[config.mk]
export PLATFORM = sky130hd
export DESIGN_NAME = ecs_snapshot_bank
export DESIGN_NICKNAME = d
export VERILOG_FILES = /design/src/design/ecs_pkg.sv /design/src/design/ecs_snapshot_bank.sv /design/src/design/ecs_event_counter.sv
export SDC_FILE = /design/constraint.sdc
export NUM_CORES = 1
export LEC_CHECK = 0
export BUFFER_PORTS_ARGS = -buffer_cell sky130_fd_sc_hd__buf_2
export CORE_ASPECT_RATIO = 1.75
export CORE_UTILIZATION = 30
export CTS_BUF_LIST = sky130_fd_sc_hd__clkbuf_4
export DETAILED_ROUTE_END_ITERATION = 12
export GPL_ROUTABILITY_DRIVEN = 1
export HOLD_SLACK_MARGIN = 0.15
export PLACE_DENSITY = 0.51
export SETUP_SLACK_MARGIN = 0.15
export SLEW_MARGIN = 10
export SYNTH_ARGS = -nofsm -noshare
export SYNTH_HDL_FRONTEND = slang
export SYNTH_HIERARCHICAL = 1
export SYNTH_SLANG_ARGS = --single-unit
[constraint.sdc]
create_clock -name clk -period 5.3 [get_ports clk]
set_input_delay 0.53 -clock clk [delete_from_list [all_inputs] [get_ports clk]]
set_output_delay 0.53 -clock clk [all_outputs]
set_load 0.05 [all_outputs]
[src/design/ecs_pkg.sv]
// Purpose: shared constants and types for the error counter snapshot bank
// Assumes: 100 MHz clock, APB with 32-bit data and byte addresses
// Notes: register index times four gives the byte address
package ecs_pkg;

	// ----------------------------------------------------------------
	// address map
	// ----------------------------------------------------------------
	localparam int ECS_AW = 8;
	localparam logic [7:0] IDX_CRC4_LOW = 8'h00;
	localparam logic [7:0] IDX_CRC4_HIGH = 8'h01;
	localparam logic [7:0] IDX_FRAMING_LOW = 8'h02;
	localparam logic [7:0] IDX_FRAMING_HIGH = 8'h03;
	localparam logic [7:0] IDX_ALIGN_CHANGE = 8'h04;
	localparam logic [7:0] IDX_FRAME_LOSS = 8'h05;
	localparam logic [7:0] IDX_PATTERN_LOW = 8'h06;
	localparam logic [7:0] IDX_PATTERN_HIGH = 8'h07;
	localparam logic [7:0] IDX_CODE_VIOL_LOW = 8'h08;
	localparam logic [7:0] IDX_CODE_VIOL_HIGH = 8'h09;
	localparam logic [7:0] IDX_NT_CRC_LOW = 8'h0a;
	localparam logic [7:0] IDX_NT_CRC_HIGH = 8'h0b;
	localparam logic [7:0] IDX_FAR_BLOCK_LOW = 8'h0c;
	localparam logic [7:0] IDX_FAR_BLOCK_HIGH = 8'h0d;
	localparam logic [7:0] IDX_NT_FAR_LOW = 8'h0e;
	localparam logic [7:0] IDX_NT_FAR_HIGH = 8'h0f;
	localparam logic [7:0] IDX_CONTROL = 8'h10;
	localparam int IDX_SHIFT = 2;

	// control register fields
	localparam int CTRL_AUTO_BIT = 0;
	localparam int CTRL_MANUAL_BIT = 1;
	localparam logic [1:0] CTRL_RESET = 2'h0;

	// ----------------------------------------------------------------
	// counter widths and timing
	// ----------------------------------------------------------------
	localparam int W_CRC4 = 10;
	localparam int W_FRAMING = 12;
	localparam int W_ALIGN = 3;
	localparam int W_FRAME_LOSS = 4;
	localparam int W_PATTERN = 16;
	localparam int W_CODE_VIOL = 16;
	localparam int W_NT_CRC = 10;
	localparam int W_FAR_BLOCK = 10;
	localparam int W_NT_FAR = 10;
	localparam int N_EVENTS = 9;

	localparam longint CLK_HZ = 100000000;
	localparam longint AUTO_PERIOD_S = 1;
	localparam longint AUTO_PERIOD_CYCLES = CLK_HZ * AUTO_PERIOD_S;

	// ----------------------------------------------------------------
	// carriers
	// ----------------------------------------------------------------
	typedef struct packed {
		logic [W_CRC4-1:0] crc4;
		logic [W_FRAMING-1:0] framing;
		logic [W_ALIGN-1:0] align_change;
		logic [W_FRAME_LOSS-1:0] frame_loss;
		logic [W_PATTERN-1:0] pattern;
		logic [W_CODE_VIOL-1:0] code_violation;
		logic [W_NT_CRC-1:0] nt_crc;
		logic [W_FAR_BLOCK-1:0] far_block;
		logic [W_NT_FAR-1:0] nt_far_block;
	} ecs_counts_s;

	typedef struct packed {
		logic crc4;
		logic framing;
		logic align_change;
		logic frame_loss;
		logic pattern;
		logic code_violation;
		logic nt_crc;
		logic far_block;
		logic nt_far_block;
	} ecs_events_s;

endpackage : ecs_pkg

[src/design/ecs_snapshot_bank.sv]
// Purpose: APB bank of read-only E1 error counter snapshots
// Assumes: event inputs are one-cycle pulses from logic on clk
// Notes: snapshots refresh as one group on manual or timed update
`timescale 1ns/100ps

module ecs_snapshot_bank #(
	parameter longint AUTO_CYCLES = ecs_pkg::AUTO_PERIOD_CYCLES
) (
	input wire logic clk,
	input wire logic rst_n,
	input wire logic psel,
	input wire logic penable,
	input wire logic pwrite,
	input wire logic [ecs_pkg::ECS_AW-1:0] paddr,
	input wire logic [31:0] pwdata,
	output logic [31:0] prdata,
	output logic pready,
	output logic pslverr,
	input wire ecs_pkg::ecs_events_s events,
	output logic snapshot_done
);
	import ecs_pkg::*;

	localparam int TW = $clog2(AUTO_CYCLES + 1);
	localparam logic [TW-1:0] AUTO_LAST = TW'(AUTO_CYCLES - 1);

	ecs_counts_s running;
	ecs_counts_s snap;
	logic [1:0] control;
	logic manual_prev;
	logic [TW-1:0] auto_timer;
	logic auto_tick;
	logic transfer;
	logic access;
	logic wr_take;
	logic [7:0] index;
	logic addr_ok;
	logic [7:0] next_rdata;

	// ----------------------------------------------------------------
	// running counters
	// ----------------------------------------------------------------
	// one counter per source
	// crc-4 errors on the receive side
	ecs_event_counter #(
		.WIDTH(W_CRC4)
	) u_crc4 (
		.clk(clk),
		.rst_n(rst_n),
		.event_in(events.crc4),
		.transfer(transfer),
		.count(running.crc4)
	);

	// framing pattern bit errors
	ecs_event_counter #(
		.WIDTH(W_FRAMING)
	) u_framing (
		.clk(clk),
		.rst_n(rst_n),
		.event_in(events.framing),
		.transfer(transfer),
		.count(running.framing)
	);

	// alignment position changes, small field saturates early
	ecs_event_counter #(
		.WIDTH(W_ALIGN)
	) u_align (
		.clk(clk),
		.rst_n(rst_n),
		.event_in(events.align_change),
		.transfer(transfer),
		.count(running.align_change)
	);

	// losses of basic frame synchronization
	ecs_event_counter #(
		.WIDTH(W_FRAME_LOSS)
	) u_frame_loss (
		.clk(clk),
		.rst_n(rst_n),
		.event_in(events.frame_loss),
		.transfer(transfer),
		.count(running.frame_loss)
	);

	// pattern detector bit errors
	ecs_event_counter #(
		.WIDTH(W_PATTERN)
	) u_pattern (
		.clk(clk),
		.rst_n(rst_n),
		.event_in(events.pattern),
		.transfer(transfer),
		.count(running.pattern)
	);

	// line code violations, whichever decoding is selected
	ecs_event_counter #(
		.WIDTH(W_CODE_VIOL)
	) u_code_viol (
		.clk(clk),
		.rst_n(rst_n),
		.event_in(events.code_violation),
		.transfer(transfer),
		.count(running.code_violation)
	);

	// nt crc errors
	ecs_event_counter #(
		.WIDTH(W_NT_CRC)
	) u_nt_crc (
		.clk(clk),
		.rst_n(rst_n),
		.event_in(events.nt_crc),
		.transfer(transfer),
		.count(running.nt_crc)
	);

	// far-end block errors
	ecs_event_counter #(
		.WIDTH(W_FAR_BLOCK)
	) u_far_block (
		.clk(clk),
		.rst_n(rst_n),
		.event_in(events.far_block),
		.transfer(transfer),
		.count(running.far_block)
	);

	// nt far-end block errors
	ecs_event_counter #(
		.WIDTH(W_NT_FAR)
	) u_nt_far (
		.clk(clk),
		.rst_n(rst_n),
		.event_in(events.nt_far_block),
		.transfer(transfer),
		.count(running.nt_far_block)
	);

	// ----------------------------------------------------------------
	// bus decode
	// ----------------------------------------------------------------
	// access phase ends one cycle after it starts
	assign access = psel && penable;
	assign wr_take = access && pready && pwrite;
	assign index = {2'h0, paddr[ECS_AW-1:IDX_SHIFT]};
	assign addr_ok = (paddr[IDX_SHIFT-1:0] == 2'h0) && (index <= IDX_CONTROL);

	// ----------------------------------------------------------------
	// control register
	// ----------------------------------------------------------------
	// software-written trigger and auto enable bits
	always_ff @(posedge clk or negedge rst_n) begin
		if (!rst_n) begin
			control <= CTRL_RESET;
		end else if (wr_take && addr_ok && index == IDX_CONTROL) begin
			control <= pwdata[1:0];
		end
	end

	// previous trigger value for edge detection
	always_ff @(posedge clk or negedge rst_n) begin
		if (!rst_n) begin
			manual_prev <= 1'b0;
		end else begin
			manual_prev <= control[CTRL_MANUAL_BIT];
		end
	end

	// ----------------------------------------------------------------
	// one second timer
	// ----------------------------------------------------------------
	// periodic auto tick
	// restarts when disabled so the first tick is a full period away
	always_ff @(posedge clk or negedge rst_n) begin
		if (!rst_n) begin
			auto_timer <= '0;
		end else if (!control[CTRL_AUTO_BIT] || auto_timer == AUTO_LAST) begin
			auto_timer <= '0;
		end else begin
			auto_timer <= auto_timer + 1'b1;
		end
	end
	assign auto_tick = control[CTRL_AUTO_BIT] && (auto_timer == AUTO_LAST);

	assign transfer = (control[CTRL_MANUAL_BIT] && !manual_prev) || auto_tick;

	// ----------------------------------------------------------------
	// snapshot group
	// ----------------------------------------------------------------
	// whole group loads at once
	always_ff @(posedge clk or negedge rst_n) begin
		if (!rst_n) begin
			snap <= '0;
		end else if (transfer) begin
			snap <= running;
		end
	end

	// pulse on the same edge as the group loads
	always_ff @(posedge clk or negedge rst_n) begin
		if (!rst_n) begin
			snapshot_done <= 1'b0;
		end else begin
			snapshot_done <= transfer;
		end
	end

	// ----------------------------------------------------------------
	// read mux
	// ----------------------------------------------------------------
	// reserved bits read as zero
	always_comb begin
		next_rdata = 8'h00;
		if (index == IDX_CRC4_LOW) begin
			next_rdata = snap.crc4[7:0];
		end else if (index == IDX_CRC4_HIGH) begin
			next_rdata = {2'h0, snap.crc4[9:8], 4'h0};
		end else if (index == IDX_FRAMING_LOW) begin
			next_rdata = snap.framing[7:0];
		end else if (index == IDX_FRAMING_HIGH) begin
			next_rdata = {4'h0, snap.framing[11:8]};
		end else if (index == IDX_ALIGN_CHANGE) begin
			next_rdata = {5'h00, snap.align_change};
		end else if (index == IDX_FRAME_LOSS) begin
			next_rdata = {4'h0, snap.frame_loss};
		end else if (index == IDX_PATTERN_LOW) begin
			next_rdata = snap.pattern[7:0];
		end else if (index == IDX_PATTERN_HIGH) begin
			next_rdata = snap.pattern[15:8];
		end else if (index == IDX_CODE_VIOL_LOW) begin
			next_rdata = snap.code_violation[7:0];
		end else if (index == IDX_CODE_VIOL_HIGH) begin
			next_rdata = snap.code_violation[15:8];
		end else if (index == IDX_NT_CRC_LOW) begin
			next_rdata = snap.nt_crc[7:0];
		end else if (index == IDX_NT_CRC_HIGH) begin
			next_rdata = {2'h0, snap.nt_crc[9:8], 4'h0};
		end else if (index == IDX_FAR_BLOCK_LOW) begin
			next_rdata = snap.far_block[7:0];
		end else if (index == IDX_FAR_BLOCK_HIGH) begin
			next_rdata = {2'h0, snap.far_block[9:8], 4'h0};
		end else if (index == IDX_NT_FAR_LOW) begin
			next_rdata = snap.nt_far_block[7:0];
		end else if (index == IDX_NT_FAR_HIGH) begin
			next_rdata = {2'h0, snap.nt_far_block[9:8], 4'h0};
		end else if (index == IDX_CONTROL) begin
			next_rdata = {6'h00, control};
		end
	end

	// ----------------------------------------------------------------
	// apb answer
	// ----------------------------------------------------------------
	// one wait state keeps every answer straight from a flip-flop
	always_ff @(posedge clk or negedge rst_n) begin
		if (!rst_n) begin
			pready <= 1'b0;
			pslverr <= 1'b0;
			prdata <= 32'h0000_0000;
		end else if (access && !pready) begin
			pready <= 1'b1;
			// snapshots are read-only, so a write to them is an error
			pslverr <= !addr_ok || (pwrite && index != IDX_CONTROL);
			prdata <= (addr_ok && !pwrite) ? {24'h00_0000, next_rdata}
				: 32'h0000_0000;
		end else begin
			pready <= 1'b0;
			pslverr <= 1'b0;
			prdata <= 32'h0000_0000;
		end
	end

endmodule : ecs_snapshot_bank

[src/design/ecs_event_counter.sv]
// Purpose: one running event counter that restarts on transfer
// Assumes: event and transfer strobes come from logic on clk
// Notes: saturates at all ones rather than wrapping
`timescale 1ns/100ps
module ecs_event_counter #(
	parameter int WIDTH = 8
) (
	input wire logic clk,
	input wire logic rst_n,
	input wire logic event_in,
	input wire logic transfer,
	output logic [WIDTH-1:0] count
);

	// ----------------------------------------------------------------
	// counting
	// ----------------------------------------------------------------
	// restart on transfer
	// an event in the transfer cycle starts the new interval at one
	always_ff @(posedge clk or negedge rst_n) begin
		if (!rst_n) begin
			count <= '0;
		end else if (transfer) begin
			count <= {{(WIDTH-1){1'b0}}, event_in};
		end else if (event_in && !(&count)) begin
			count <= count + 1'b1; // saturate: a wrap would read as few errors
		end
	end

endmodule : ecs_event_counter

# After elaboration in Yosys (flattened, before gate mapping)
# Cells that the tools add are included.
# W data, S select, Z words.
[word_totals] out_inout_bits=35 inputBits=54 register_bits=247 wordCells=151
[op_classes] muxes=40 reduce_logical=57 n_eq_ne=18 n_addsub=10 magnitude_cmp=1
[op_table] op="$mux W8" count=17
[op_table] op="$mux W10" count=8
[op_table] op="$mux W16" count=4
[op_table] op="$eq A6 B4 Y1 const B" count=8
[op_table] op="$add A10 B1 Y10 const B" count=4
[op_table] op="$reduce_and A10 Y1" count=4
[op_table] op="$add A16 B1 Y16 const B" count=2
[op_table] op="$reduce_and A16 Y1" count=2
[op_table] op="$add A27 B1 Y27 const B" count=1
[op_table] op="$eq A27 B27 Y1 const B" count=1
[op_table] op="$mux W27" count=1
[op_table] op="$eq A6 B3 Y1 const B" count=4
[op_table] op="$mux W12" count=2
[op_table] op="$logic_and A1 B1 Y1" count=20
[op_table] op="$reduce_bool A2 Y1" count=9
[op_table] op="$logic_not A1 Y1" count=14
[op_table] op="$add A12 B1 Y12 const B" count=1
[op_table] op="$eq A6 B2 Y1 const B" count=2
[op_table] op="$reduce_and A12 Y1" count=1
[op_table] op="$logic_not A8 Y1" count=1
[op_table] op="$mux W4" count=2
[op_table] op="$eq A6 B1 Y1 const B" count=1
[op_table] op="$eq A6 B5 Y1 const B" count=1
[op_table] op="$le A6 B5 Y1 const B" count=1
[op_table] op="other kinds (11)" count=15

# Logic depth before layout (Yosys ltp)
# Gate-level depths: netlist of the first run.
[logic_depth] word_depth=20 ltp_mapped=10

# By module
# Netlist of the first run, hierarchy kept.
[by_module_without_submodules] module="ecs_snapshot_bank" area_per_inst_um2=6799.0 seq_area_each_um2=3303.2 cells_per_inst=562 n_inst=1
[by_module_without_submodules] module="ecs_event_counter (u_crc4 ...)" area_per_inst_um2=578.1 seq_area_each_um2=250.2 cells_per_inst=57 n_inst=4
[by_module_without_submodules] module="ecs_event_counter (u_code_viol ...)" area_per_inst_um2=888.4 seq_area_each_um2=400.4 cells_per_inst=91 n_inst=2
[by_module_without_submodules] module="ecs_event_counter (u_framing)" area_per_inst_um2=706.9 seq_area_each_um2=300.3 cells_per_inst=70 n_inst=1
[by_module_without_submodules] module="ecs_event_counter (u_frame_loss)" area_per_inst_um2=216.5 seq_area_each_um2=100.1 cells_per_inst=22 n_inst=1
[by_module_without_submodules] module="ecs_event_counter (u_align)" area_per_inst_um2=163.9 seq_area_each_um2=75.1 cells_per_inst=14 n_inst=1

# Least setup slack after synthesis of the first run
# No wires, ideal clock.
[synth_path] kind="register to register" start="reg auto_timer[0]" end="reg u_code_viol.count[10]" setup_ps=132 setup_slack_ps=2797 path_stages_with_launch=11 required_time_ps=5168 synth_period_minus_slack_ps=2503 arrival_time_ps=2371 cell_sequence="dfrtp_1 ha_1 nand4_1 nor4_2 a21oi_1 buf_6 buf_6 inv_1 buf_1 clkbuf_1 nor2_1"
[synth_via] elab_chain_len=4
[synth_rtl] element="from (decl)" line_no="ecs_snapshot_bank.sv:31" text="logic [TW-1:0] auto_timer;"
[synth_rtl] element="from (signal assigned)" line_no="ecs_snapshot_bank.sv:184" text="auto_timer <= auto_timer + 1'b1;"
[synth_rtl] element="$eq A27 B27 Y1 (*)" line_no="ecs_snapshot_bank.sv:187" text="assign auto_tick = control[CTRL_AUTO_BIT] && (auto_timer == AUTO_LAST);"
[synth_rtl] element="$logic_and A1 B1 Y1 (*)" line_no="ecs_snapshot_bank.sv:187"
[synth_rtl] element="$logic_or A1 B1 Y1 (*)" line_no="ecs_snapshot_bank.sv:189" text="assign transfer = (control[CTRL_MANUAL_BIT] && !manual_prev) || auto_tick;"
[synth_rtl] element="net transfer" line_no="ecs_snapshot_bank.sv:33" text="logic transfer;"
[synth_rtl] element="$mux W16 / $reduce_bool A2 Y1 (equally long branches)"
[synth_rtl] element="to (signal assigned)" line_no="ecs_event_counter.sv:24" text="count <= {{(WIDTH-1){1'b0}}, event_in};"
[synth_rtl] element="to (signal assigned)" line_no="ecs_event_counter.sv:26" text="count <= count + 1'b1;"
[synth_rtl] element="to (decl)" line_no="ecs_event_counter.sv:12" text="output logic [WIDTH-1:0] count"
# The timed path passes the listed nets; every way through them passes the cells marked *.
# A chain may end at the register's enable or synchronous reset.

# Final worst setup path of the first run
[layout_path] start="reg auto_timer[0]" end="reg u_far_block.count[0]"
[layout_via] elab_chain_len=4
[layout_rtl] element="$eq A27 B27 Y1 (*)" line_no="ecs_snapshot_bank.sv:187"
[layout_rtl] element="$logic_and A1 B1 Y1 (*)" line_no="ecs_snapshot_bank.sv:187"
[layout_rtl] element="$logic_or A1 B1 Y1 (*)" line_no="ecs_snapshot_bank.sv:189"
[layout_rtl] element="net transfer" line_no="ecs_snapshot_bank.sv:33"
[layout_rtl] element="$mux W10 / $reduce_bool A2 Y1 (equally long branches)"
[layout_rtl] element="to (signal assigned)" line_no="ecs_event_counter.sv:24"
[layout_rtl] element="to (signal assigned)" line_no="ecs_event_counter.sv:26"
[layout_rtl] element="to (decl)" line_no="ecs_event_counter.sv:12"
# Marks and branches as above.

==> metrics.log, run 1 <==
[metrics] area inside the core boundary: 39300 um2
[metrics] effective utilization at floorplan: 0.305
[metrics] cts repair resizes: 0
[metrics] final net count: 1202
[metrics] final critical-path share of the clock period: 0.570
[metrics] Cell Area, Synth: 12000 um2
[metrics] number of synthesis warnings: 6
[metrics] multi-input combinational cell area: 5880 um2
[metrics] number of global-route vias before repair: 8563
[metrics] maximum root-to-sink buffer count: 3
[metrics] type of element capturing the critical path: flop
[metrics] number of antenna-violating nets in the routed design: 0
[metrics] count of flip-flops with a built-in enable after synthesis: 0
[metrics] insertion delay to the later sink of the worst-skew pair: 0.69 ns
[metrics] ports placed on the boundary: 89
[metrics] Fill cells: 3952
[metrics] startpoint type of the worst setup path: flop
[metrics] total internal power: 2.82 mW
[metrics] detail-routed net length per standard cell: 16.9 um
[metrics] Async S/R FF share, synth: 1.00
[metrics] height of the die: 266 um
[metrics] TritonCTS Sinks: 223
[metrics] die area: 40800 um2
[metrics] CP max FO: 56
[metrics] detailed-placement wirelength estimate: 19600 um
[metrics] Num CTS Buffers: 53
[metrics] site row count: 96
[metrics] Post-DP Area: 12400 um2
[metrics] 1st-iter DRT viols: 414
[metrics] vias: 8394
[metrics] CP Class: flop to flop
[metrics] gate count of the mapped netlist: 1078
[metrics] unique cell type count in the Yosys netlist: 84
[metrics] Max stage delay cell, worst path: sky130_fd_sc_hd__inv_2
[metrics] post-synthesis to final-layout area growth: 10.1%
[metrics] net switching power: 1.32 mW
[metrics] horizontal extent of the die: 153 um
[metrics] fraction of layout cells with a size suffix above 1: 0.226
[metrics] commonest cells after routing, fill and taps aside: sky130_fd_sc_hd__dfrtp_1 (223), sky130_fd_sc_hd__nor2_1 (100), sky130_fd_sc_hd__nand2_1 (82), sky130_fd_sc_hd__mux2_4 (79), sky130_fd_sc_hd__clkbuf_4 (77)
[metrics] average cell area after synthesis: 11.1 um2
[metrics] most common cell after layout, fill and taps aside: sky130_fd_sc_hd__dfrtp_1
[metrics] power share of the clock group: 0.328
[metrics] vias per inst: 5.04
[metrics] cell area after layout: 13200 um2
[metrics] count of unresolved DRC violations after routing: 0
[metrics] Max-Slew Margin vs Limit: 0.334
[metrics] run status: finished clean
[metrics] transition at the pin with the smallest max-transition slack: 0.999 ns
[metrics] first-pass iteration count of the detailed router: 5
[metrics] Static Leakage: 5.90 nW
[metrics] prevailing post-synth register cell: sky130_fd_sc_hd__dfrtp_1
[metrics] Max VDD drop: 0.115 mV
[metrics] Slew Viols, Final: 0
[metrics] portion of total power attributed to combinational logic: 0.147
[metrics] Max Clk Rate: 331 MHz
[metrics] initial antenna violation count: 3
[metrics] unrepaired setup endpoints after global routing: no
[metrics] TritonCTS clock tree: done
[metrics] post-route setup TNS: 0 ns
[metrics] cell at the root of the clock tree: sky130_fd_sc_hd__clkbuf_4
[metrics] maximum level of the CTS H-tree: 2
[metrics] setup violation total in the final timing report: 0
[metrics] total count of hold-check failures in the final report: 0
[metrics] FF+latch area: 5580 um2
[metrics] switch share: 0.318
[metrics] clock transition time at the flip-flop clock pins of the worst setup and hold paths: 0.07 ns
[metrics] global-route usage over all layers: 0.144
[metrics] CP arrival: 3.55 ns
[metrics] Hold Path Class: primary input to flop
[metrics] total power per unit cell area: 314 nW/um2
[metrics] IO buf count: 34
[metrics] pin count of the biggest net entering global routing: 143
[metrics] post-layout minimum cycle time: 3.02 ns
[metrics] aggregate routed wire length: 28200 um
[metrics] Worst EP required: 5.83 ns
[metrics] fraction of power consumed by sequential logic: 0.525
[metrics] global-route wire length before repair: 46700 um
[metrics] synthesized flop and latch total: 223
[metrics] worst clock skew: 0.0257 ns
[metrics] Seq/Total Area, Yosys: 0.466
[metrics] total congestion overflow: 0
[metrics] chain of cells forming the critical path: ha_1 > nand4_1 > nor4_2 > a21oi_4 > inv_2 > buf_12 > nand3b_1 > o211ai_1
[metrics] RD Place Congestion: 0.885
[metrics] max-cap viol count: 0
[metrics] delay of the slowest critical-path stage: 0.68 ns
metrics by stage:
stage	total power, mW	std cells	hold WS [ns]	worst slack (ns)	util
2_1_floorplan	2.61	1101	0.234	2.80	-
3_3_place_gp	2.80	1559	0.459	2.27	0.316
3_5_place_dp	2.82	1559	0.473	2.21	0.316
4_1_cts	4.23	1665	0.156	2.18	0.336
5_1_grt	4.41	1666	0.210	1.97	0.336
6_report	4.14	1666	0.224	2.28	0.336
worst max-delay path: cells and delay by family (launching register included):
| kind | cells | cell delay [ns] |
|---|---|---|
| fa+ha+maj | 1 | 0.26 |
| flops | 1 | 0.39 |
| compound gates | 2 | 0.34 |
| simple gates | 3 | 0.79 |
| buf+inv | 2 | 1.03 |
routing by layer:
| layer | GRT usage | routed length, um | vias up |
|---|---|---|---|
| li1 | - | - | 4018 |
| met5 | 0 | 26 | - |
| met4 | 0.0737 | 1160 | 4 |
| met3 | 0.0236 | 979 | 75 |
| met1 | 0.164 | 11300 | 4109 |
| met2 | 0.258 | 14700 | 188 |
power by group through the flow:
stage          clock network (mW)  registers [mW]  logic, mW
6_report                     1.36            2.17      0.608
5_1_grt                      1.50            2.22      0.694
4_1_cts                      1.43            2.18      0.617
3_5_place_dp                    0            2.21      0.608
3_3_place_gp                    0            2.21      0.592
2_1_floorplan                   0            2.12      0.490
cell type report:
cell class / count / share of cell area
well taps: 490 / 0.0465
multi-input cells: 783 / 0.446
clock buffers: 77 / 0.0438
inverters: 23 / 0.00655
clock inverters: 16 / 0.00465
flip-flops and latches: 223 / 0.423
repair buffers: 53 / 0.0289
diodes: 1 / 0.000190
registers in the layout (all words and copies together), names as in the netlist, 8 cells and up:
register and count:
u_framing/count 12, u_crc4/count 10, u_far_block/count 10, auto_timer 27
u_nt_crc/count 10, u_pattern/count 16, u_nt_far/count 10, u_code_viol/count 16
snap 91, prdata 8
Yosys cell counts (25+ instances only):
| library cell | count | area (um2) |
|---|---|---|
| sky130_fd_sc_hd__dfrtp_1 | 223 | 5580 |
| sky130_fd_sc_hd__nor2_1 | 100 | 375 |
| sky130_fd_sc_hd__nand2_1 | 82 | 308 |
| sky130_fd_sc_hd__mux2_4 | 79 | 1190 |
| sky130_fd_sc_hd__xor2_1 | 50 | 438 |
| sky130_fd_sc_hd__nand3_1 | 43 | 215 |
| sky130_fd_sc_hd__o21ai_0 | 34 | 170 |
| sky130_fd_sc_hd__a21oi_1 | 31 | 155 |
| sky130_fd_sc_hd__buf_4 | 25 | 188 |
| sky130_fd_sc_hd__mux2i_1 | 25 | 250 |
| sky130_fd_sc_hd__nand4_1 | 25 | 156 |
| sky130_fd_sc_hd__nor3_1 | 25 | 125 |
path summary, 6_finish.rpt:
kind                               start                    to  slack [ns]  cells after the start
setup / recovery           auto_timer[0]  u_far_block/count[0]        2.28                      8
hold / removal                 events[6]      u_align/count[0]        0.22                      3
min in group asynchronous          rst_n  u_far_block/count[7]        0.42                      2
max in group asynchronous          rst_n    u_framing/count[1]        3.63                      3
setup reg to reg           auto_timer[0]  u_far_block/count[0]        2.28                      8
hold reg to reg               control[1]           manual_prev        0.48                      0
cell families after synthesis:
family / count (synthesis) / synth area share
simple gates: 392 / 0.178
flops: 223 / 0.466
compound gates: 170 / 0.106
mux: 125 / 0.143
buf+inv: 95 / 0.0511
xor+xnor: 61 / 0.0446
fa+ha+maj: 11 / 0.0115
other cells: 1 / 0.000313
timing repair:
item | in CTS | in global routing
hold buffers | 13 | 0
hold endpoints to repair | 92 | 0
buffers inserted | 0 | 0
No activity file was read; power rests on OpenSTA's default activity.
==> run 2: changes to the inputs <==
==> constraint.sdc (replaced) <==
create_clock -name clk -period 3.2 [get_ports clk]
set_input_delay 0.32 -clock clk [delete_from_list [all_inputs] [get_ports clk]]
set_output_delay 0.32 -clock clk [all_outputs]
set_load 0.05 [all_outputs]
==> metrics.log, run 2 (synthesis results as in run 1) <==
[metrics] detailed-placement wirelength estimate: 20000 um
[metrics] Max Clk Rate: 404 MHz
[metrics] final standard cell utilization of the core: 0.342
[metrics] area inside the core boundary: 39300 um2
[metrics] FF+latch area: 5580 um2
[metrics] number of flip-flops in the largest register: 91
[metrics] maximum level of the CTS H-tree: 2
[metrics] Fill cells: 3943
[metrics] type of element capturing the critical path: flop
[metrics] cell area after layout: 13400 um2
[metrics] total internal power: 4.83 mW
[metrics] final critical-path share of the clock period: 0.774
[metrics] post-route setup TNS: 0 ns
[metrics] post-synthesis to final-layout area growth: 12.2%
[metrics] registers with the most flip-flops: snap: 91 flops, auto_timer: 27 flops
[metrics] die area: 40800 um2
[metrics] detail-routed net length per standard cell: 17.1 um
[metrics] Max-Slew Margin vs Limit: 0.454
[metrics] cells on worst reg2reg path: 6
[metrics] commonest cells after routing, fill and taps aside: sky130_fd_sc_hd__dfrtp_1 (223), sky130_fd_sc_hd__nor2_1 (100), sky130_fd_sc_hd__nand2_1 (82), sky130_fd_sc_hd__mux2_4 (79), sky130_fd_sc_hd__clkbuf_4 (75)
[metrics] total count of hold-check failures in the final report: 0
[metrics] post-CTS repair timing setup buffer count: 0
[metrics] switch share: 0.315
[metrics] cts repair resizes: 0
[metrics] net switching power: 2.22 mW
[metrics] global-route wire length before repair: 47600 um
[metrics] site row count: 96
[metrics] CP Class: primary input to flop
[metrics] Final Instance Count excl. Fillers: 1686
[metrics] fin worst setup slack: 0.723 ns
[metrics] vias: 8521
[metrics] aggregate routed wire length: 28800 um
[metrics] Hold Path Class: primary input to asynchronous set/reset pin
[metrics] ports placed on the boundary: 89
[metrics] total power per unit cell area: 525 nW/um2
[metrics] TritonCTS clock tree: done
[metrics] horizontal extent of the die: 153 um
[metrics] final net count: 1221
[metrics] Slew Viols, Final: 0
[metrics] Static Leakage: 6.03 nW
[metrics] startpoint type of the worst setup path: primary input
[metrics] vias per inst: 5.05
[metrics] Biggest register: snap
[metrics] CP arrival: 3.11 ns
[metrics] effective utilization at floorplan: 0.305
[metrics] overall power consumption: 7.05 mW
[metrics] max-cap viol count: 0
[metrics] power share of the clock group: 0.343
[metrics] initial antenna violation count: 3
[metrics] clock transition time at the flip-flop clock pins of the worst setup and hold paths: 0.07 ns
[metrics] worst clock skew: 0.0451 ns
[metrics] pin count of the biggest net entering global routing: 92
[metrics] placed cells: 1568
[metrics] Max VDD drop: 0.236 mV
[metrics] insertion delay to the later sink of the worst-skew pair: 0.72 ns
[metrics] run status: finished clean
[metrics] most common cell after layout, fill and taps aside: sky130_fd_sc_hd__dfrtp_1
[metrics] post-layout minimum cycle time: 2.48 ns
[metrics] RD Place Congestion: 0.891
[metrics] cell at the root of the clock tree: sky130_fd_sc_hd__clkbuf_4
[metrics] CP max FO: 3
[metrics] 1st-iter DRT viols: 552
[metrics] global-route usage over all layers: 0.147
[metrics] maximum root-to-sink buffer count: 3
[metrics] height of the die: 266 um
[metrics] transition at the pin with the smallest max-transition slack: 0.813 ns
[metrics] unrepaired setup endpoints after global routing: no
[metrics] Num CTS Buffers: 54
[metrics] fraction of power consumed by sequential logic: 0.511
[metrics] worst setup slack before clock tree synthesis: 0.707 ns
[metrics] Worst EP required: 3.83 ns
[metrics] first-pass iteration count of the detailed router: 4
[metrics] TritonCTS Sinks: 223
[metrics] number of antenna-violating nets in the routed design: 0
[metrics] portion of total power attributed to combinational logic: 0.145
[metrics] total congestion overflow: 0
[metrics] setup violation total in the final timing report: 0
[metrics] fraction of layout cells with a size suffix above 1: 0.232
[metrics] number of global-route vias before repair: 8815
[metrics] Post-DP Area: 12500 um2
[metrics] multi-input combinational cell area: 5880 um2
[metrics] worst hold margin: 0.182 ns
[metrics] IO buf count: 34
[metrics] count of unresolved DRC violations after routing: 0
[run 2: timing repair]
item,4_1_cts,5_1_grt
setup endpoints to repair,0,0
hold endpoints to repair,213,0
hold buffers,22,0
[run 2: area by class of cell]
cell class,instances,area share
Sequential cell,223,0.415
Multi-Input combinational cell,783,0.438
Clock inverter,20,0.00969
Inverter,23,0.00643
Timing Repair Buffer,71,0.0429
Clock buffer,75,0.0419
Tap cell,490,0.0456
Antenna cell,1,0.000186
[run 2: worst max-delay path, cell delays in order]
cell and delay (ns):
sky130_fd_sc_hd__dlygate4sd3_1 0.53, sky130_fd_sc_hd__buf_2 0.10, sky130_fd_sc_hd__nand2_1 0.05, sky130_fd_sc_hd__dlygate4sd3_1 0.56, sky130_fd_sc_hd__nor2_1 0.16, sky130_fd_sc_hd__nand2_1 0.12, sky130_fd_sc_hd__a211oi_1 0.45, sky130_fd_sc_hd__dlygate4sd3_1 0.65
sky130_fd_sc_hd__o31a_1 0.17
[run 2: worst paths after layout]
kind / start / endpoint / slack, ns
min reg2reg: control[1] / manual_prev / 0.47
max reg2reg: auto_timer[0] / snap[58] / 0.83
min: rst_n / u_far_block/count[5] / 0.18
max: penable / prdata[7] / 0.72
max in group asynchronous: rst_n / snap[42] / 2.15
min in group clk: paddr[7] / prdata[5] / 0.31
[run 2: per-layer routing]
layer | GRT usage | vias up | share of wire
li1 | - | 4057 | -
met1 | 0.166 | 4165 | 0.40
met2 | 0.262 | 205 | 0.52
met3 | 0.0239 | 90 | 0.036
met4 | 0.0833 | 4 | 0.045
met5 | 0 | - | 0.00080
[run 2: power groups by stage]
| stage | clock (mW) | combinational (mW) | sequential, mW |
|---|---|---|---|
| after floorplan | 0 | 0.811 | 3.51 |
| after global placement | 0 | 0.988 | 3.66 |
| after detailed placement | 0 | 1.02 | 3.67 |
| after CTS | 2.54 | 1.04 | 3.61 |
| after global routing | 2.66 | 1.18 | 3.67 |
| final | 2.42 | 1.03 | 3.60 |
==> run 3: changes to the inputs <==
--- a/config.mk
+++ b/config.mk
@@ -5,6 +5,7 @@
 export SDC_FILE = /design/constraint.sdc
 export NUM_CORES = 1
 export LEC_CHECK = 0
+export ABC_AREA = 1
 export BUFFER_PORTS_ARGS = -buffer_cell sky130_fd_sc_hd__buf_2
 export CORE_ASPECT_RATIO = 1.75
 export CORE_UTILIZATION = 30
@@ -12,7 +13,7 @@
 export DETAILED_ROUTE_END_ITERATION = 12
 export GPL_ROUTABILITY_DRIVEN = 1
 export HOLD_SLACK_MARGIN = 0.15
-export PLACE_DENSITY = 0.51
+export PLACE_DENSITY = 0.52
 export SETUP_SLACK_MARGIN = 0.15
 export SLEW_MARGIN = 10
 export SYNTH_ARGS = -nofsm -noshare
==> constraint.sdc (replaced) <==
create_clock -name clk -period 2 [get_ports clk]
set_input_delay 0.2 -clock clk [delete_from_list [all_inputs] [get_ports clk]]
set_output_delay 0.2 -clock clk [all_outputs]
set_load 0.05 [all_outputs]
==> metrics.log, run 3 <==
[metrics] run status: finished with violations
[metrics] violated checks: setup timing
[metrics] average cell area after synthesis: 8.07 um2
[metrics] Crit Reg-Reg Startpoint: auto_timer[1]
[metrics] ports placed on the boundary: 89
[metrics] type of element capturing the critical path: flop
[metrics] CP Class: flop to flop
[metrics] Max stage delay cell, worst path: sky130_fd_sc_hd__dfrtp_1
[metrics] vias: 11100
[metrics] global-route wire length before repair: 55100 um
[metrics] CP max FO: 7
[metrics] Hold Path Class: primary input to flop
[metrics] worst hold margin: 0.211 ns
[metrics] post-route setup TNS: -1.34 ns
[metrics] count of unresolved DRC violations after routing: 0
[metrics] height of the die: 270 um
[metrics] synthesized flop and latch total: 223
[metrics] worst hold path endpoint: control[0]
[metrics] number of synthesis warnings: 6
[metrics] final net count: 1828
[metrics] Slew Viols, Final: 0
[metrics] worst setup slack before clock tree synthesis: -0.104 ns
[metrics] site row count: 97
[metrics] fraction of layout cells with a size suffix above 1: 0.260
[metrics] effective utilization at floorplan: 0.305
[metrics] TritonCTS clock tree: done
[metrics] 1st-iter DRT viols: 632
[metrics] max-cap viol count: 0
[metrics] number of global-route vias before repair: 11100
[metrics] registers with the most flip-flops: snap: 91 flops, auto_timer: 27 flops
[metrics] pin count of the biggest net entering global routing: 58
[metrics] total power per unit cell area: 751 nW/um2
[metrics] worst setup slack for register-to-register paths: -0.08 ns
[metrics] post-synthesis to final-layout area growth: 27.6%
[metrics] aggregate routed wire length: 34400 um
[metrics] chain of cells forming the critical path: ha_2 > nand3_2 > inv_2 > nand2_2 > inv_2 > nand4_4 > o22ai_4 > buf_6 > buf_12 > buf_4 > buf_12 > buf_8 > mux2_2
[metrics] post-layout minimum cycle time: 2.08 ns
[metrics] WP buf/inv: 7
[metrics] final critical-path share of the clock period: 1.04
[metrics] Max Clk Rate: 480 MHz
[metrics] Global Route met1 Usage: 0.171
[metrics] number of cells traversed by the worst hold path: 5
[metrics] vias per inst: 4.70
[metrics] Static Leakage: 7.33 nW
[metrics] start point of the worst min-delay path: paddr[1]
[metrics] cell family with the largest share of critical-path delay: buffers and inverters
[metrics] maximum root-to-sink buffer count: 3
[metrics] portion of synthesized cell area occupied by the leading cell type: 0.455
[metrics] cell at the root of the clock tree: sky130_fd_sc_hd__clkbuf_4
[metrics] number of antenna-violating nets in the routed design: 0
[metrics] global-route usage over all layers: 0.165
[metrics] Max VDD drop: 0.348 mV
[metrics] total congestion overflow: 0
[metrics] gate count of the mapped netlist: 1520
[metrics] overall power consumption: 11.8 mW
[metrics] Final Instance Count excl. Fillers: 2353
[metrics] cell area after layout: 15700 um2
[metrics] unique cell type count in the Yosys netlist: 49
[metrics] Async S/R FF share, synth: 1.00
[metrics] met2 track demand over resource: 0.317
[metrics] IO buf count: 34
[metrics] Biggest register: snap
[metrics] WP depth: 13
[metrics] origin of the worst setup path: auto_timer[1]
[metrics] commonest cells after routing, fill and taps aside: sky130_fd_sc_hd__nand2_1 (384), sky130_fd_sc_hd__dfrtp_1 (223), sky130_fd_sc_hd__inv_1 (146), sky130_fd_sc_hd__nor2_1 (144), sky130_fd_sc_hd__nand3_1 (133)
[metrics] RD Place Congestion: 0.872
[metrics] detail-routed net length per standard cell: 14.6 um
[metrics] most common cell after layout, fill and taps aside: sky130_fd_sc_hd__nand2_1
[metrics] number of flip-flops in the largest register: 91
[metrics] worst clock skew: 0.0717 ns
[metrics] first-pass iteration count of the detailed router: 5
[metrics] horizontal extent of the die: 155 um
[metrics] area inside the core boundary: 40200 um2
[metrics] end of the worst register-to-register path: snap[58]
[metrics] transition at the pin with the smallest max-transition slack: 0.697 ns
[metrics] Max-Slew Margin vs Limit: 0.534
[metrics] prevailing post-synth register cell: sky130_fd_sc_hd__dfrtp_1
[metrics] final standard cell utilization of the core: 0.390
[metrics] detailed-placement wirelength estimate: 24600 um
[metrics] Fill cells: 4130
[metrics] cells on worst reg2reg path: 13
[metrics] total count of hold-check failures in the final report: 0
[metrics] maximum level of the CTS H-tree: 2
[metrics] routing layer with the top usage in global route: met2
[metrics] fin worst setup slack: -0.0813 ns
[metrics] CP arrival: 2.75 ns
[metrics] delay of the slowest critical-path stage: 0.37 ns
[metrics] biggest area consumer among synthesized cells: sky130_fd_sc_hd__dfrtp_1
[metrics] most frequent cell after synthesis: sky130_fd_sc_hd__nand2_1
[metrics] synth top area cells: sky130_fd_sc_hd__dfrtp_1 (45%), sky130_fd_sc_hd__nand2_1 (13%), sky130_fd_sc_hd__nand3_1 (6.0%), sky130_fd_sc_hd__mux2_2 (5.0%), sky130_fd_sc_hd__inv_1 (4.7%)
[metrics] Cell Area, Synth: 12300 um2
[metrics] die area: 41700 um2
[metrics] unrepaired setup endpoints after global routing: yes
[metrics] placed cells: 2185
[metrics] insertion delay to the later sink of the worst-skew pair: 0.79 ns
[metrics] setup violation total in the final timing report: 50
[metrics] startpoint type of the worst setup path: flop
[metrics] Num CTS Buffers: 58
[metrics] count of flip-flops with a built-in enable after synthesis: 0
[metrics] M3 GR Usage: 0.0265
[metrics] clock transition time at the flip-flop clock pins of the worst setup and hold paths: 0.07 ns
[metrics] commonest cells in the synthesized netlist: sky130_fd_sc_hd__nand2_1 (415), sky130_fd_sc_hd__dfrtp_1 (223), sky130_fd_sc_hd__inv_1 (154), sky130_fd_sc_hd__nor2_1 (154), sky130_fd_sc_hd__nand3_1 (147)
[metrics] Worst EP required: 2.67 ns
[metrics] initial antenna violation count: 1
[metrics] TritonCTS Sinks: 223
[metrics] Seq/Total Area, Yosys: 0.455
[metrics] Post-DP Area: 13900 um2
run 3: worst max path at each step:
stage | endpoint
after floorplan | u_code_viol/count[0]
after global placement | snap[46]
after detailed placement | auto_timer[25]
after CTS | u_code_viol/count[9]
after global routing | u_code_viol/count[1]
final | snap[58]
run 3: cells by family after synthesis:
family	synth area share
XOR/XNOR	0.0150
AO/OA/AOI/OAI	0.0689
flip-flops	0.455
other	0.000306
adder cells (fa/ha/maj)	0.0112
buffers and inverters	0.0841
multiplexers	0.0569
AND/OR/NAND/NOR	0.309
run 3: report_power, final:
| part | internal, mW | switching (mW) | leakage [nW] |
|---|---|---|---|
| Combinational | 0.855 | 1.18 | 3.89 |
| Clock | 1.84 | 2.04 | 0.421 |
| Sequential | 5.11 | 0.737 | 3.02 |
| Total | 7.81 | 3.96 | 7.33 |
run 3: final cells by class:
class	count	area, um2	area share
clock inverters	27	124	0.00791
repair inverters	1	5.00	0.000320
multi-input cells	1105	6150	0.393
diodes	1	2.50	0.000160
clock buffers	78	586	0.0374
inverters	159	624	0.0399
well taps	544	681	0.0435
repair buffers	215	1910	0.122
flip-flops and latches	223	5580	0.356
run 3: layer usage:
metal	wire [um]	up-vias	part of all wire
met4	1330	0	0.039
met2	18900	266	0.55
met1	12900	5257	0.37
met5	0	-	0
met3	1280	86	0.037
li1	-	5457	-
run 3: timing repair:
action	CTS	global route
endpoints found under the hold margin	326	0
buffers inserted	7	27
hold buffers	22	0
gates cloned	0	6
endpoints found under the setup margin	159	174
gates resized for setup	54	91
pin swaps	7	9
run 3: worst min-delay path, cell delays in order:
cell,delay (ns)
sky130_fd_sc_hd__buf_2,0.08
sky130_fd_sc_hd__nor3_1,0.04
sky130_fd_sc_hd__and3_1,0.17
sky130_fd_sc_hd__nand3_1,0.21
sky130_fd_sc_hd__mux2_2,0.20
